### src/core/cssel_pkg.sv
// Shared constants and types for the command source selector
package cssel_pkg;

   // ****************************************
   // Register map (byte addresses, 32-bit words)
   // ****************************************
   localparam logic [7:0]  OFS_DISP_FMT   = 8'h00; // Unit and decimals
   localparam logic [7:0]  OFS_MAX_USER   = 8'h04; // Max user value
   localparam logic [7:0]  OFS_READOUT    = 8'h08; // Scaled user value
   localparam logic [7:0]  OFS_SITE_SEL   = 8'h0c; // Site control select
   localparam logic [7:0]  OFS_HAND_FREQ  = 8'h10; // HAND frequency source
   localparam logic [7:0]  OFS_HAND_RUN   = 8'h14; // HAND run source
   localparam logic [7:0]  OFS_AUTO_FREQ  = 8'h18; // AUTO frequency source
   localparam logic [7:0]  OFS_AUTO_RUN   = 8'h1c; // AUTO run source
   localparam logic [7:0]  OFS_MAX_FREQ   = 8'h20; // Max operating freq
   localparam logic [7:0]  OFS_PIN_ROLE   = 8'h24; // Input pin role
   localparam logic [7:0]  OFS_STATUS     = 8'h28; // Mode status

   // ****************************************
   // Reset values and field layout
   // ****************************************
   localparam logic [15:0] RST_WORD       = 16'h0000; // All settings
   localparam int unsigned DEC_LSB        = 0;  // Decimal places field
   localparam int unsigned DEC_MSB        = 3;
   localparam int unsigned UNIT_LSB       = 4;  // Unit code field
   localparam int unsigned UNIT_MSB       = 15;
   localparam logic [3:0]  DEC_MAX        = 4'h3; // Three decimal places

   // ****************************************
   // Setting codes
   // ****************************************
   localparam logic [15:0] ROLE_SEL_HAND  = 16'h0029; // Pin high = HAND
   localparam logic [15:0] ROLE_SEL_AUTO  = 16'h002a; // Pin high = AUTO
   localparam logic [15:0] ROLE_LOC_REM   = 16'h0038; // Pin high = remote
   localparam logic [15:0] SITE_STD       = 16'h0000; // Plain three-way
   localparam logic [15:0] SITE_STOP      = 16'h0001; // Stop on switch
   localparam logic [15:0] SITE_REMOTE    = 16'h0002; // Remote settings
   localparam logic [15:0] SITE_LOCAL     = 16'h0003; // Local settings
   localparam logic [15:0] SITE_FOLLOW    = 16'h0004; // Follow the side
   localparam logic [15:0] FSRC_KEYPAD    = 16'h0000;
   localparam logic [15:0] FSRC_RS485     = 16'h0001;
   localparam logic [15:0] FSRC_LAST      = 16'h0008;
   localparam logic [15:0] FSRC_UNUSED    = 16'h0005;
   localparam logic [15:0] RSRC_LAST      = 16'h0005;
   localparam logic [15:0] RSRC_UNUSED    = 16'h0004;
   localparam int unsigned FSRC_N         = 9;  // Frequency source codes
   localparam int unsigned RSRC_N         = 6;  // Run source codes

   // ****************************************
   // Scaling divider
   // ****************************************
   localparam logic [5:0]  DIV_LAST       = 6'd31; // 32 restoring steps

   typedef enum logic [1:0] {
      SCHEME_AUTO,
      SCHEME_HAND,
      SCHEME_OFF
   } cssel_hand_off_auto_scheme_t;

   typedef enum logic {
      DIV_IDLE,
      DIV_RUN
   } cssel_div_state_t;

endpackage

### src/core/cssel_top.sv
// Command source selector with user display scaling and APB registers
//
// Register access over APB and the address map were chosen for this implementation.
`timescale 1ns/1ns
module cssel_top
   import cssel_pkg::*;
(
   input  wire logic        clock,           // 25 MHz system clock
   input  wire logic        rstn,            // Async reset, active low
   input  wire logic [7:0]  paddr,           // APB byte address
   input  wire logic        psel,            // APB select
   input  wire logic        penable,         // APB access phase
   input  wire logic        pwrite,          // APB write
   input  wire logic [31:0] pwdata,          // APB write data
   output logic      [31:0] prdata,          // APB read data
   output logic             pready,          // APB ready
   output logic             pslverr,         // APB error, unmapped
   input  wire logic        key_auto,        // Keypad run-mode key pulse
   input  wire logic        key_hand,        // Keypad HAND key pulse
   input  wire logic        mi_pin,          // Input pin, asynchronous
   input  wire logic [15:0] operating_freq,  // Present frequency
   input  wire logic        run_req,         // Run command request
   input  wire logic        jog_req,         // Jog request
   output logic             run_permit,      // Run command accepted
   output logic             jog_permit,      // Jog accepted
   output logic      [15:0] freq_src_sel,    // Active frequency source
   output logic      [15:0] run_src_sel,     // Active run source
   output logic      [8:0]  freq_src_onehot, // Decoded frequency source
   output logic      [5:0]  run_src_onehot,  // Decoded run source
   output logic             hand_mode,       // HAND scheme active
   output logic             near_site_tag,   // Local tag shown
   output logic             far_site_tag,    // Remote tag shown
   output logic             site_stop,       // Stop pulse on switch
   output logic      [15:0] user_value,      // Scaled user value
   output logic             user_value_valid,// User value meaningful
   output logic             user_display_en, // User display enabled
   output logic      [3:0]  display_decimals,// Decimal places shown
   output logic      [11:0] display_unit     // Unit code shown
);
   import cssel_pkg::*;

   // ****************************************
   // Registers and state
   // ****************************************
   logic [15:0] fmt_q;          // Display format word
   logic [15:0] max_user_q;     // Max user value
   logic [15:0] site_q;         // Site control select
   logic [15:0] hand_freq_q;    // HAND frequency source
   logic [15:0] hand_run_q;     // HAND run source
   logic [15:0] auto_freq_q;    // AUTO frequency source
   logic [15:0] auto_run_q;     // AUTO run source
   logic [15:0] max_freq_q;     // Max operating frequency
   logic [15:0] role_q;         // Input pin role
   logic [31:0] prdata_q;       // Read data latched in setup
   logic        pslverr_q;      // Error latched in setup
   logic        mi_meta_q;      // Pin synchroniser, first stage
   logic        mi_sync_q;      // Pin synchroniser, second stage
   cssel_hand_off_auto_scheme_t scheme_q, scheme_d; // Three-way scheme
   logic        remote_q;       // Remote side selected
   logic        remote_d;
   logic        stop_q;         // Site stop pulse
   logic [15:0] fsel_q;         // Selected frequency source
   logic [15:0] rsel_q;         // Selected run source
   logic [15:0] user_q;         // Scaled user value
   cssel_div_state_t div_q;     // Divider state
   logic [5:0]  div_cnt_q;      // Divider step count
   logic [31:0] quo_q;          // Dividend, then quotient
   logic [16:0] rem_q;          // Partial remainder
   logic [15:0] divisor_q;      // Latched max frequency

   // ****************************************
   // APB decode
   // ****************************************
   wire setup_w  = psel && !penable;
   wire wr_w     = psel && penable && pwrite;
   wire hit_fmt  = (paddr == OFS_DISP_FMT);
   wire hit_mxu  = (paddr == OFS_MAX_USER);
   wire hit_rdo  = (paddr == OFS_READOUT);
   wire hit_site = (paddr == OFS_SITE_SEL);
   wire hit_hf   = (paddr == OFS_HAND_FREQ);
   wire hit_hr   = (paddr == OFS_HAND_RUN);
   wire hit_af   = (paddr == OFS_AUTO_FREQ);
   wire hit_ar   = (paddr == OFS_AUTO_RUN);
   wire hit_mxf  = (paddr == OFS_MAX_FREQ);
   wire hit_role = (paddr == OFS_PIN_ROLE);
   wire hit_stat = (paddr == OFS_STATUS);
   wire [15:0] wdat = pwdata[15:0];
   // Status: scheme, sides, stop pulse, valid flag
   wire [15:0] status_w = {10'h000, user_value_valid, stop_q, remote_q,
                           near_site_tag, scheme_q};
   logic [15:0] rd_mux;
   logic        rd_err;

   // Read selection, if/else chain on the address
   always_comb begin
      rd_err = 1'b0;
      if (hit_fmt) begin
         rd_mux = fmt_q;
      end else if (hit_mxu) begin
         rd_mux = max_user_q;
      end else if (hit_rdo) begin
         rd_mux = user_q;
      end else if (hit_site) begin
         rd_mux = site_q;
      end else if (hit_hf) begin
         rd_mux = hand_freq_q;
      end else if (hit_hr) begin
         rd_mux = hand_run_q;
      end else if (hit_af) begin
         rd_mux = auto_freq_q;
      end else if (hit_ar) begin
         rd_mux = auto_run_q;
      end else if (hit_mxf) begin
         rd_mux = max_freq_q;
      end else if (hit_role) begin
         rd_mux = role_q;
      end else if (hit_stat) begin
         rd_mux = status_w;
      end else begin
         rd_mux = RST_WORD; // Unmapped reads zero with an error
         rd_err = 1'b1;
      end
   end

   // Zero wait states: data is latched in the setup cycle
   assign pready  = 1'b1;
   assign prdata  = prdata_q;
   assign pslverr = pslverr_q && psel && penable;

   // Read data capture
   always_ff @(posedge clock or negedge rstn) begin
      if (!rstn) begin
         prdata_q  <= 32'h0000_0000;
         pslverr_q <= 1'b0;
      end else if (setup_w) begin
         prdata_q  <= {16'h0000, rd_mux};
         pslverr_q <= rd_err;
      end
   end

   // Setting registers; readout and status ignore writes
   always_ff @(posedge clock or negedge rstn) begin
      if (!rstn) begin
         fmt_q       <= RST_WORD;
         max_user_q  <= RST_WORD;
         site_q      <= RST_WORD;
         hand_freq_q <= RST_WORD;
         hand_run_q  <= RST_WORD;
         auto_freq_q <= RST_WORD;
         auto_run_q  <= RST_WORD;
         max_freq_q  <= RST_WORD;
         role_q      <= RST_WORD;
      end else if (wr_w) begin
         if (hit_fmt) fmt_q <= wdat;
         if (hit_mxu) max_user_q <= wdat;
         if (hit_site) site_q <= wdat;
         if (hit_hf) hand_freq_q <= wdat;
         if (hit_hr) hand_run_q <= wdat;
         if (hit_af) auto_freq_q <= wdat;
         if (hit_ar) auto_run_q <= wdat;
         if (hit_mxf) max_freq_q <= wdat;
         if (hit_role) role_q <= wdat;
      end
   end

   // ****************************************
   // Display format
   // ****************************************
   // More than three decimals is clamped, the readout has no room
   wire [3:0] dec_w = fmt_q[DEC_MSB:DEC_LSB];
   assign display_decimals = (dec_w > DEC_MAX) ? DEC_MAX : dec_w;
   assign display_unit     = fmt_q[UNIT_MSB:UNIT_LSB];
   assign user_display_en  = (max_user_q != RST_WORD);

   // ****************************************
   // Pin synchroniser
   // ****************************************
   always_ff @(posedge clock or negedge rstn) begin
      if (!rstn) begin
         mi_meta_q <= 1'b0;
         mi_sync_q <= 1'b0;
      end else begin
         mi_meta_q <= mi_pin;
         mi_sync_q <= mi_meta_q;
      end
   end

   // ****************************************
   // Mode arbitration
   // ****************************************
   wire pin_hoa  = (role_q == ROLE_SEL_HAND) || (role_q == ROLE_SEL_AUTO);
   wire site_on  = (site_q != SITE_STD);
   wire lr_en    = site_on && !pin_hoa;
   wire pin_lr   = lr_en && (role_q == ROLE_LOC_REM);
   wire kbd_lr   = lr_en && !pin_lr;
   wire pin_off  = pin_hoa && !mi_sync_q;
   wire pin_hand = (role_q == ROLE_SEL_HAND) ? 1'b1 : 1'b0;

   // Three-way scheme; the pin outranks the keypad
   always_comb begin
      scheme_d = scheme_q;
      if (pin_hoa) begin
         if (!mi_sync_q) begin
            scheme_d = SCHEME_OFF;
         end else if (pin_hand) begin
            scheme_d = SCHEME_HAND;
         end else begin
            scheme_d = SCHEME_AUTO;
         end
      end else if (lr_en) begin
         scheme_d = SCHEME_AUTO; // Sides replace the scheme
      end else if (key_hand) begin
         scheme_d = SCHEME_HAND;
      end else if (key_auto || scheme_q == SCHEME_OFF) begin
         scheme_d = SCHEME_AUTO; // Leaving pin-forced OFF falls to AUTO
      end
   end

   // Side selection; the run-mode key picks remote, HAND key local
   always_comb begin
      remote_d = remote_q;
      if (!lr_en) begin
         remote_d = 1'b0;
      end else if (pin_lr) begin
         remote_d = mi_sync_q;
      end else if (key_hand) begin
         remote_d = 1'b0;
      end else if (key_auto) begin
         remote_d = 1'b1;
      end
   end

   // Which setting pair drives the sources
   logic use_hand;
   always_comb begin
      use_hand = 1'b0;
      if (!lr_en) begin
         use_hand = (scheme_d == SCHEME_HAND);
      end else if (site_q == SITE_REMOTE) begin
         use_hand = 1'b1;
      end else if (site_q == SITE_LOCAL) begin
         use_hand = 1'b0;
      end else begin
         use_hand = remote_d;
      end
   end

   wire switch_w = lr_en && (remote_d != remote_q);
   wire stop_d   = switch_w && (site_q == SITE_STOP);

   // Mode and sources move together on one edge
   always_ff @(posedge clock or negedge rstn) begin
      if (!rstn) begin
         scheme_q <= SCHEME_AUTO;
         remote_q <= 1'b0;
         stop_q   <= 1'b0;
         fsel_q   <= RST_WORD;
         rsel_q   <= RST_WORD;
      end else begin
         scheme_q <= scheme_d;
         remote_q <= remote_d;
         stop_q   <= stop_d;
         fsel_q   <= use_hand ? hand_freq_q : auto_freq_q;
         rsel_q   <= use_hand ? hand_run_q : auto_run_q;
      end
   end

   assign hand_mode     = (scheme_q == SCHEME_HAND);
   assign near_site_tag = lr_en && !remote_q;
   assign far_site_tag  = lr_en && remote_q;
   assign site_stop     = stop_q;
   assign freq_src_sel  = fsel_q;
   assign run_src_sel   = rsel_q;
   assign run_permit    = run_req && !pin_off;
   assign jog_permit    = jog_req && !pin_off;

   // Source decode; unused and out-of-range codes select nothing
   genvar gi;
   generate
      for (gi = 0; gi < FSRC_N; gi++) begin : g_fdec
         assign freq_src_onehot[gi] = (fsel_q == 16'(gi)) &&
                                      (fsel_q != FSRC_UNUSED);
      end
      for (gi = 0; gi < RSRC_N; gi++) begin : g_rdec
         assign run_src_onehot[gi] = (rsel_q == 16'(gi)) &&
                                     (rsel_q != RSRC_UNUSED);
      end
   endgenerate

   // ****************************************
   // User value scaling
   // ****************************************
   // Sequential divider: one result every 33 cycles, far faster
   // than any display needs, and no wide combinational divide.
   wire [31:0] prod_w  = {16'h0000, operating_freq} * {16'h0000, max_user_q};
   wire [16:0] rsh_w   = {rem_q[15:0], quo_q[31]};
   wire        ge_w    = (rsh_w >= {1'b0, divisor_q});
   wire [16:0] rsub_w  = rsh_w - {1'b0, divisor_q};
   wire        done_w  = (div_q == DIV_RUN) && (div_cnt_q == DIV_LAST);
   wire [31:0] qnext_w = {quo_q[30:0], ge_w};
   wire        ovf_w   = (qnext_w[31:16] != 16'h0000);

   // Divider sequence and result
   always_ff @(posedge clock or negedge rstn) begin
      if (!rstn) begin
         div_q     <= DIV_IDLE;
         div_cnt_q <= 6'h00;
         quo_q     <= 32'h0000_0000;
         rem_q     <= 17'h0_0000;
         divisor_q <= RST_WORD;
         user_q    <= RST_WORD;
      end else begin
         case (div_q)
            DIV_IDLE: begin
               quo_q     <= prod_w;
               rem_q     <= 17'h0_0000;
               divisor_q <= max_freq_q;
               div_cnt_q <= 6'h00;
               div_q     <= DIV_RUN;
            end
            DIV_RUN: begin
               quo_q     <= qnext_w;
               rem_q     <= ge_w ? rsub_w : rsh_w;
               div_cnt_q <= div_cnt_q + 6'h01;
               if (done_w) begin
                  div_q <= DIV_IDLE;
               end
            end
            default: div_q <= DIV_IDLE;
         endcase
         if (!user_display_en || divisor_q == RST_WORD) begin
            user_q <= RST_WORD;
         end else if (done_w) begin
            user_q <= ovf_w ? 16'hffff : qnext_w[15:0];
         end
      end
   end

   assign user_value       = user_q;
   assign user_value_valid = user_display_en &&
                             ((auto_freq_q == FSRC_KEYPAD) ||
                              (auto_freq_q == FSRC_RS485));
endmodule

### config.mk
export PLATFORM = sky130hd
export DESIGN_NAME = cssel_top
export DESIGN_NICKNAME = d
export VERILOG_FILES = /design/src/core/cssel_pkg.sv /design/src/core/cssel_top.sv
export SDC_FILE = /design/constraint.sdc
export NUM_CORES = 1
export LEC_CHECK = 0
export ABC_AREA = 0
export BUFFER_PORTS_ARGS = -buffer_cell sky130_fd_sc_hd__buf_2
export CAP_MARGIN = 30
export CORE_MARGIN = 4
export CORE_UTILIZATION = 62
export DETAILED_ROUTE_END_ITERATION = 10
export HOLD_SLACK_MARGIN = 0.12
export PLACE_DENSITY = 0.93
export SYNTH_ARGS = -nofsm -noshare
export SYNTH_HDL_FRONTEND = slang
export SYNTH_SLANG_ARGS = --single-unit
### constraint.sdc
create_clock -name clock -period 8.1 [get_ports clock]
set_clock_uncertainty 0.05 [all_clocks]
set_input_delay 0.81 -clock clock [delete_from_list [all_inputs] [get_ports clock]]
set_output_delay 0.81 -clock clock [all_outputs]
set_load 0.03 [all_outputs]
-- After elaboration in Yosys (flattened, before gate mapping)
Index checks and enable logic that the tools add are counted.
- bits in latches: 0
- register bits after elaboration: 286
- memories kept: 0
- input bits: 66
- bits in writable memories: 0
- ROM bits: 0
- output and inout port bits: 121
- word-level logic and storage cells: 174
- divide/modulo/power cells: 0
- add/subtract/negate cells: 2
- eq/ne operators: 37
- order comparisons: 2
- shifts and indexed selects: 0
- bitwise operators: 1
- multipliers: 1
- muxes and demuxes: 48
- reduce and logical (&&, ||, !) cells: 59
- operators with widths (kind ; count):
    16-bit 2-to-1 mux ; 16
    16-bit by 2-bit == test with 1-bit output (second input constant) ; 6
    16-bit by 3-bit == test with 1-bit output (second input constant) ; 6
    16-bit by 1-bit == test with 1-bit output (second input constant) ; 4
    16-bit logical NOT ; 4
    32-bit one-hot mux with 2 select lines ; 1
    16-bit by 6-bit == test with 1-bit output (second input constant) ; 3
    16-bit nonzero test ; 3
    8-bit by 5-bit == test with 1-bit output (second input constant) ; 4
    16-bit by 16-bit multiplier with 32-bit output ; 1
    16-bit by 3-bit inequality test with 1-bit output (second input constant) ; 2
    16-bit one-hot mux with 2 select lines ; 1
    1-bit logical AND ; 31
    8-bit by 6-bit == test with 1-bit output (second input constant) ; 3
    1-bit 2-to-1 mux ; 21
    2-bit AND reduction ; 9
    17-bit by 16-bit >= comparator with 1-bit output ; 1
    16-bit by 4-bit == test with 1-bit output (second input constant) ; 1
    8-bit by 4-bit == test with 1-bit output (second input constant) ; 2
    16-bit subtractor ; 1
    6-bit one-hot mux with 2 select lines ; 1
    2-bit 2-to-1 mux ; 5
    8-bit by 3-bit == test with 1-bit output (second input constant) ; 1
    8-bit logical NOT ; 1
    other kinds (13) ; 22

-- Depth between registers and ports, before layout
- depth in word-level cells: 16
- depth in mapped cells: 23
- mapped depth without buffers: 21

-- Least setup slack after synthesis
OpenSTA, ideal clock, no wires.
- path type: input port to flip-flop
- from: input port operating_freq[10]
- to: register quo_q[27]
- slack: 1628 ps
- data required time: 7911 ps
- data arrival time: 6283 ps
- stages on the path: 20
- setup time: 139 ps
- buffers on the path: 1
- cells stage by stage: clkbuf_1 nand2_1 fa_1 fa_1 fa_1 fa_1 inv_1 fa_1 inv_1 fa_1 inv_1 ha_1 a211oi_1 nor3_1 nor4_1 a211o_1 nand2_1 a211o_1 a2111oi_0 o41ai_1
- cells in the longest elaborated chain, start to end: 2
- RTL lines (item ; RTL line ; source):
    start, declared ; cssel_top.sv:21 ; input wire logic [15:0] operating_freq,
    16-bit by 16-bit multiplier with 32-bit output ; cssel_top.sv:295 ; wire [31:0] prod_w = {16'h0000, operating_freq} * {16'h0000, max_user_q};
    32-bit one-hot mux with 2 select lines ; cssel_top.sv:313 ; case (div_q)
    end signal, assigned ; cssel_top.sv:315 ; quo_q <= prod_w;
    end signal, assigned ; cssel_top.sv:322 ; quo_q <= qnext_w;
    end, declared ; cssel_top.sv:67 ; logic [31:0] quo_q;
No other way between the ends.
A chain may end at the register's enable or synchronous reset.

-- Worst setup path after layout
- from: register max_user_q[1]
- to: register quo_q[27]
- cells in the longest elaborated chain, start to end: 2
- RTL lines (item ; RTL line ; source):
    start, declared ; cssel_top.sv:46 ; logic [15:0] max_user_q;
    start signal, assigned ; cssel_top.sv:155 ; if (hit_mxu) max_user_q <= wdat;
    16-bit by 16-bit multiplier with 32-bit output ; cssel_top.sv:295 ;
    32-bit one-hot mux with 2 select lines ; cssel_top.sv:313 ;
No other way between the ends.

==> impl_metrics.py <==
metrics = {
    "detailed_routing": {
        "wire_per_inst_um": 22.4,
        "drt_wl_total_um": 59800,
        "routed_via_density": 6.39,
        "postRouteAntennaNets": 0,
        "first_pass_iters": 8,
        "route.detailed.drc": 0,
        "vias": 17000,
        "drt-initial-drc-count": 1722,
    },
    "critical_path": {
        "cp-end-kind": "flip-flop",
        "required_ns": 8.44,
        "start_kind": "flip-flop",
        "cp_max_fo": 11,
        "path_class": "reg2reg",
        "cp.arrival_ns": 7.35,
    },
    "cts": {
        "cts_hold_buf": 0,
        "cts_setup_buffers": 0,
        "cts-root-buf": "clkbuf_16",
        "clock_path_buffers": 3,
        "insertion_delay_ns": 0.55,
        "cts_resized": 0,
        "cts.sinks": 286,
        "cts_made_buffers": 28,
        "cts_tree": "yes",
        "cts_max_level": 1,
        "path_clk_slew_ns": 0.06,
    },
    "place": {
        "hpwl_um": 44400,
        "io_buffer_count": 149,
        "dpl_worst_slack_ns": 0.996,
        "gp_congestion": 0.970,
        "dpl_cell_area_um2": 22800,
    },
    "finish": {
        "diodes": 0,
        "layout.cells.most_common": "dfrtp_1",
        "final_nets": 2572,
        "drive_above_1_share": 0.200,
        "syn_to_final_growth_pct": 8.30,
        "final_area_um2": 23700,
        "regMostFlops": "quo_q",
        "largest_reg_flops": 32,
        "final_cell_mix": "285 x dfrtp_1, 254 x inv_1, 227 x nand2_1",
    },
    "outcome": {
        "status": "finished, final reports clean",
    },
    "floorplan": {
        "coreArea_um2": 34700,
        "rows": 68,
        "io_pins": 187,
        "die_y_um": 196,
        "fp.dieArea_um2": 38400,
        "start_util": 0.630,
        "dieWidth_um": 196,
    },
    "timing": {
        "finalSetupViolCount": 0,
        "period_share": 0.866,
        "holdWs_ns": 0.286,
        "fmax_mhz": 143,
        "setup_ws_ns": 1.09,
        "final.setup.tns_ns": 0,
        "hold_viol": 0,
        "post-route-min-period_ns": 7.01,
        "drv_slew": 0,
        "worst_pin_slew_ns": 1.05,
        "max_slew_margin": 0.291,
        "rsz0062_at_grt": "no",
    },
    "global_routing": {
        "grt_pass1_vias": 18200,
        "grt_pass1_wl_um": 95900,
        "gr-total-overflow": 0,
        "grt_max_degree": 120,
        "grt_use_total": 0.310,
        "antenna_found_initial": 0,
    },
    "yosys": {
        "ys_seq_area_frac": 0.327,
        "synthFlopType": "dfrtp_1",
        "synth_area_um2": 21900,
        "yosys_register_bits": 286,
        "async_flop_share": 1.00,
        "synth.distinct_cells": 75,
        "avgSynthCellArea_um2": 10.4,
        "syn_inst": 2097,
        "synth_edf_count": 0,
        "yosys_warnings": 0,
    },
    "power": {
        "powerDensity_nw_per_um2": 159,
        "p_total_w": 0.00378,
        "power_frac_comb": 0.251,
        "ir_worst_vdd_v": 0.000203,
        "p_leak_nw": 12.3,
        "sw_frac_of_total": 0.319,
        "power_frac_seq": 0.423,
        "internal-power_w": 0.00257,
        "p_switching_w": 0.00121,
        "clkPwrFrac": 0.325,
    },
    "min_path": {
        "holdCritPathClass": "in2async",
    },
    "job": {
        "cap_violations": 0,
    },
}
==> critical path, stage by stage (launching register included) <==
cell       delay (ns)
dfrtp_1          0.78
buf_4            0.29
nand2_1          0.09
fa_1             0.53
fa_1             0.47
fa_1             0.52
fa_1             0.55
inv_1            0.06
fa_1             0.49
inv_1            0.05
fa_1             0.48
inv_1            0.04
ha_1             0.30
a211oi_1         0.32
nor3_1           0.12
nor4_1           0.44
a211o_1          0.25
nand2_1          0.09
a211o_1          0.35
a2111oi_0        0.45
o41ai_1          0.13
==> layout make-up <==
cell class | instances | area, µm²
well taps | 455 | 569
fillers | 2307 | 11000
flip-flops and latches | 286 | 7160
inverters | 255 | 957
clock buffers | 41 | 790
repair buffers | 172 | 968
multi-input cells | 1447 | 13200
clock inverters | 8 | 67.6
==> metal layers <==
metal	part of all wire	GRT usage	vias to the layer above
met5	0	0	-
met4	0.062	0.163	0
met3	0.10	0.0647	300
met2	0.49	0.525	1073
met1	0.35	0.377	8458
li1	-	-	7189
==> final timing paths <==
path | to | startpoint | slack, ns | depth (start not counted)
max | quo_q[27] | max_user_q[1] | 1.09 | 20
min | run_src_sel[2] | rstn | 0.29 | 1
min in group clock | mi_sync_q | mi_meta_q | 0.30 | 0
max reg2reg | quo_q[27] | max_user_q[1] | 1.09 | 20
max in group asynchronous | div_q | rstn | 6.39 | 3
min reg2reg | mi_sync_q | mi_meta_q | 0.30 | 0
==> kinds of logic (layout without fill, tap and decap cells) <==
family,count (synthesis),after routing,share of synthesized area
AOI/OAI and AO/OA,279,279,0.0929
adders and majority gates,316,316,0.248
other,2,21,0.000343
buffers and inverters,383,476,0.0738
and+or+nand+nor,594,594,0.136
DFF,286,286,0.327
muxes,201,201,0.108
xor gates and xnor gates,36,36,0.0144
==> synth_stat cells (6+ instances only) <==
cell type  count  area, µm²
a211o_1        6       52.6
a211oi_1      15        113
a21o_1        18        135
a21oi_1       45        225
a221oi_1      24        210
a222oi_1       6       60.1
a22o_1         9       78.8
a22oi_1       23        173
a31oi_1       11       68.8
and2_1       122        763
and3_1         8       50.1
buf_4         33        248
clkbuf_1      85        319
dfrtp_1      286       7160
fa_1         195       3900
ha_1         121       1510
inv_1        254        953
mux2_2       164       1850
mux2_4        30        450
nand2_1      227        852
nand2b_1       9       56.3
nand3_1       30        150
nand4_1       11       68.8
nor2_1        77        289
nor2b_1       11       68.8
nor3_1        31        155
nor4_1        29        181
o21a_1        10       75.1
o21ai_0       48        240
o221a_2       16        180
o31ai_1        6       45.0
or3_1         13       81.3
xnor2_1       25        219
xor2_1        11       96.3
==> through the flow <==
step	util	instances
after global placement	0.656	2612
after detailed placement	0.658	2615
after floorplan	-	2116
after global routing	0.683	2664
after CTS	0.683	2664
final	0.683	2664
==> power groups by stage <==
stage / Sequential, W / Clock (W) / Combinational [W]
CTS: 0.00160 / 0.00124 / 0.000940
floorplan: 0.00162 / 0 / 0.000689
global placement: 0.00162 / 0 / 0.000884
global route: 0.00161 / 0.00130 / 0.00104
finish: 0.00160 / 0.00123 / 0.000950
detailed placement: 0.00162 / 0 / 0.000925
Note: power is estimated with default switching activity, not from simulation.
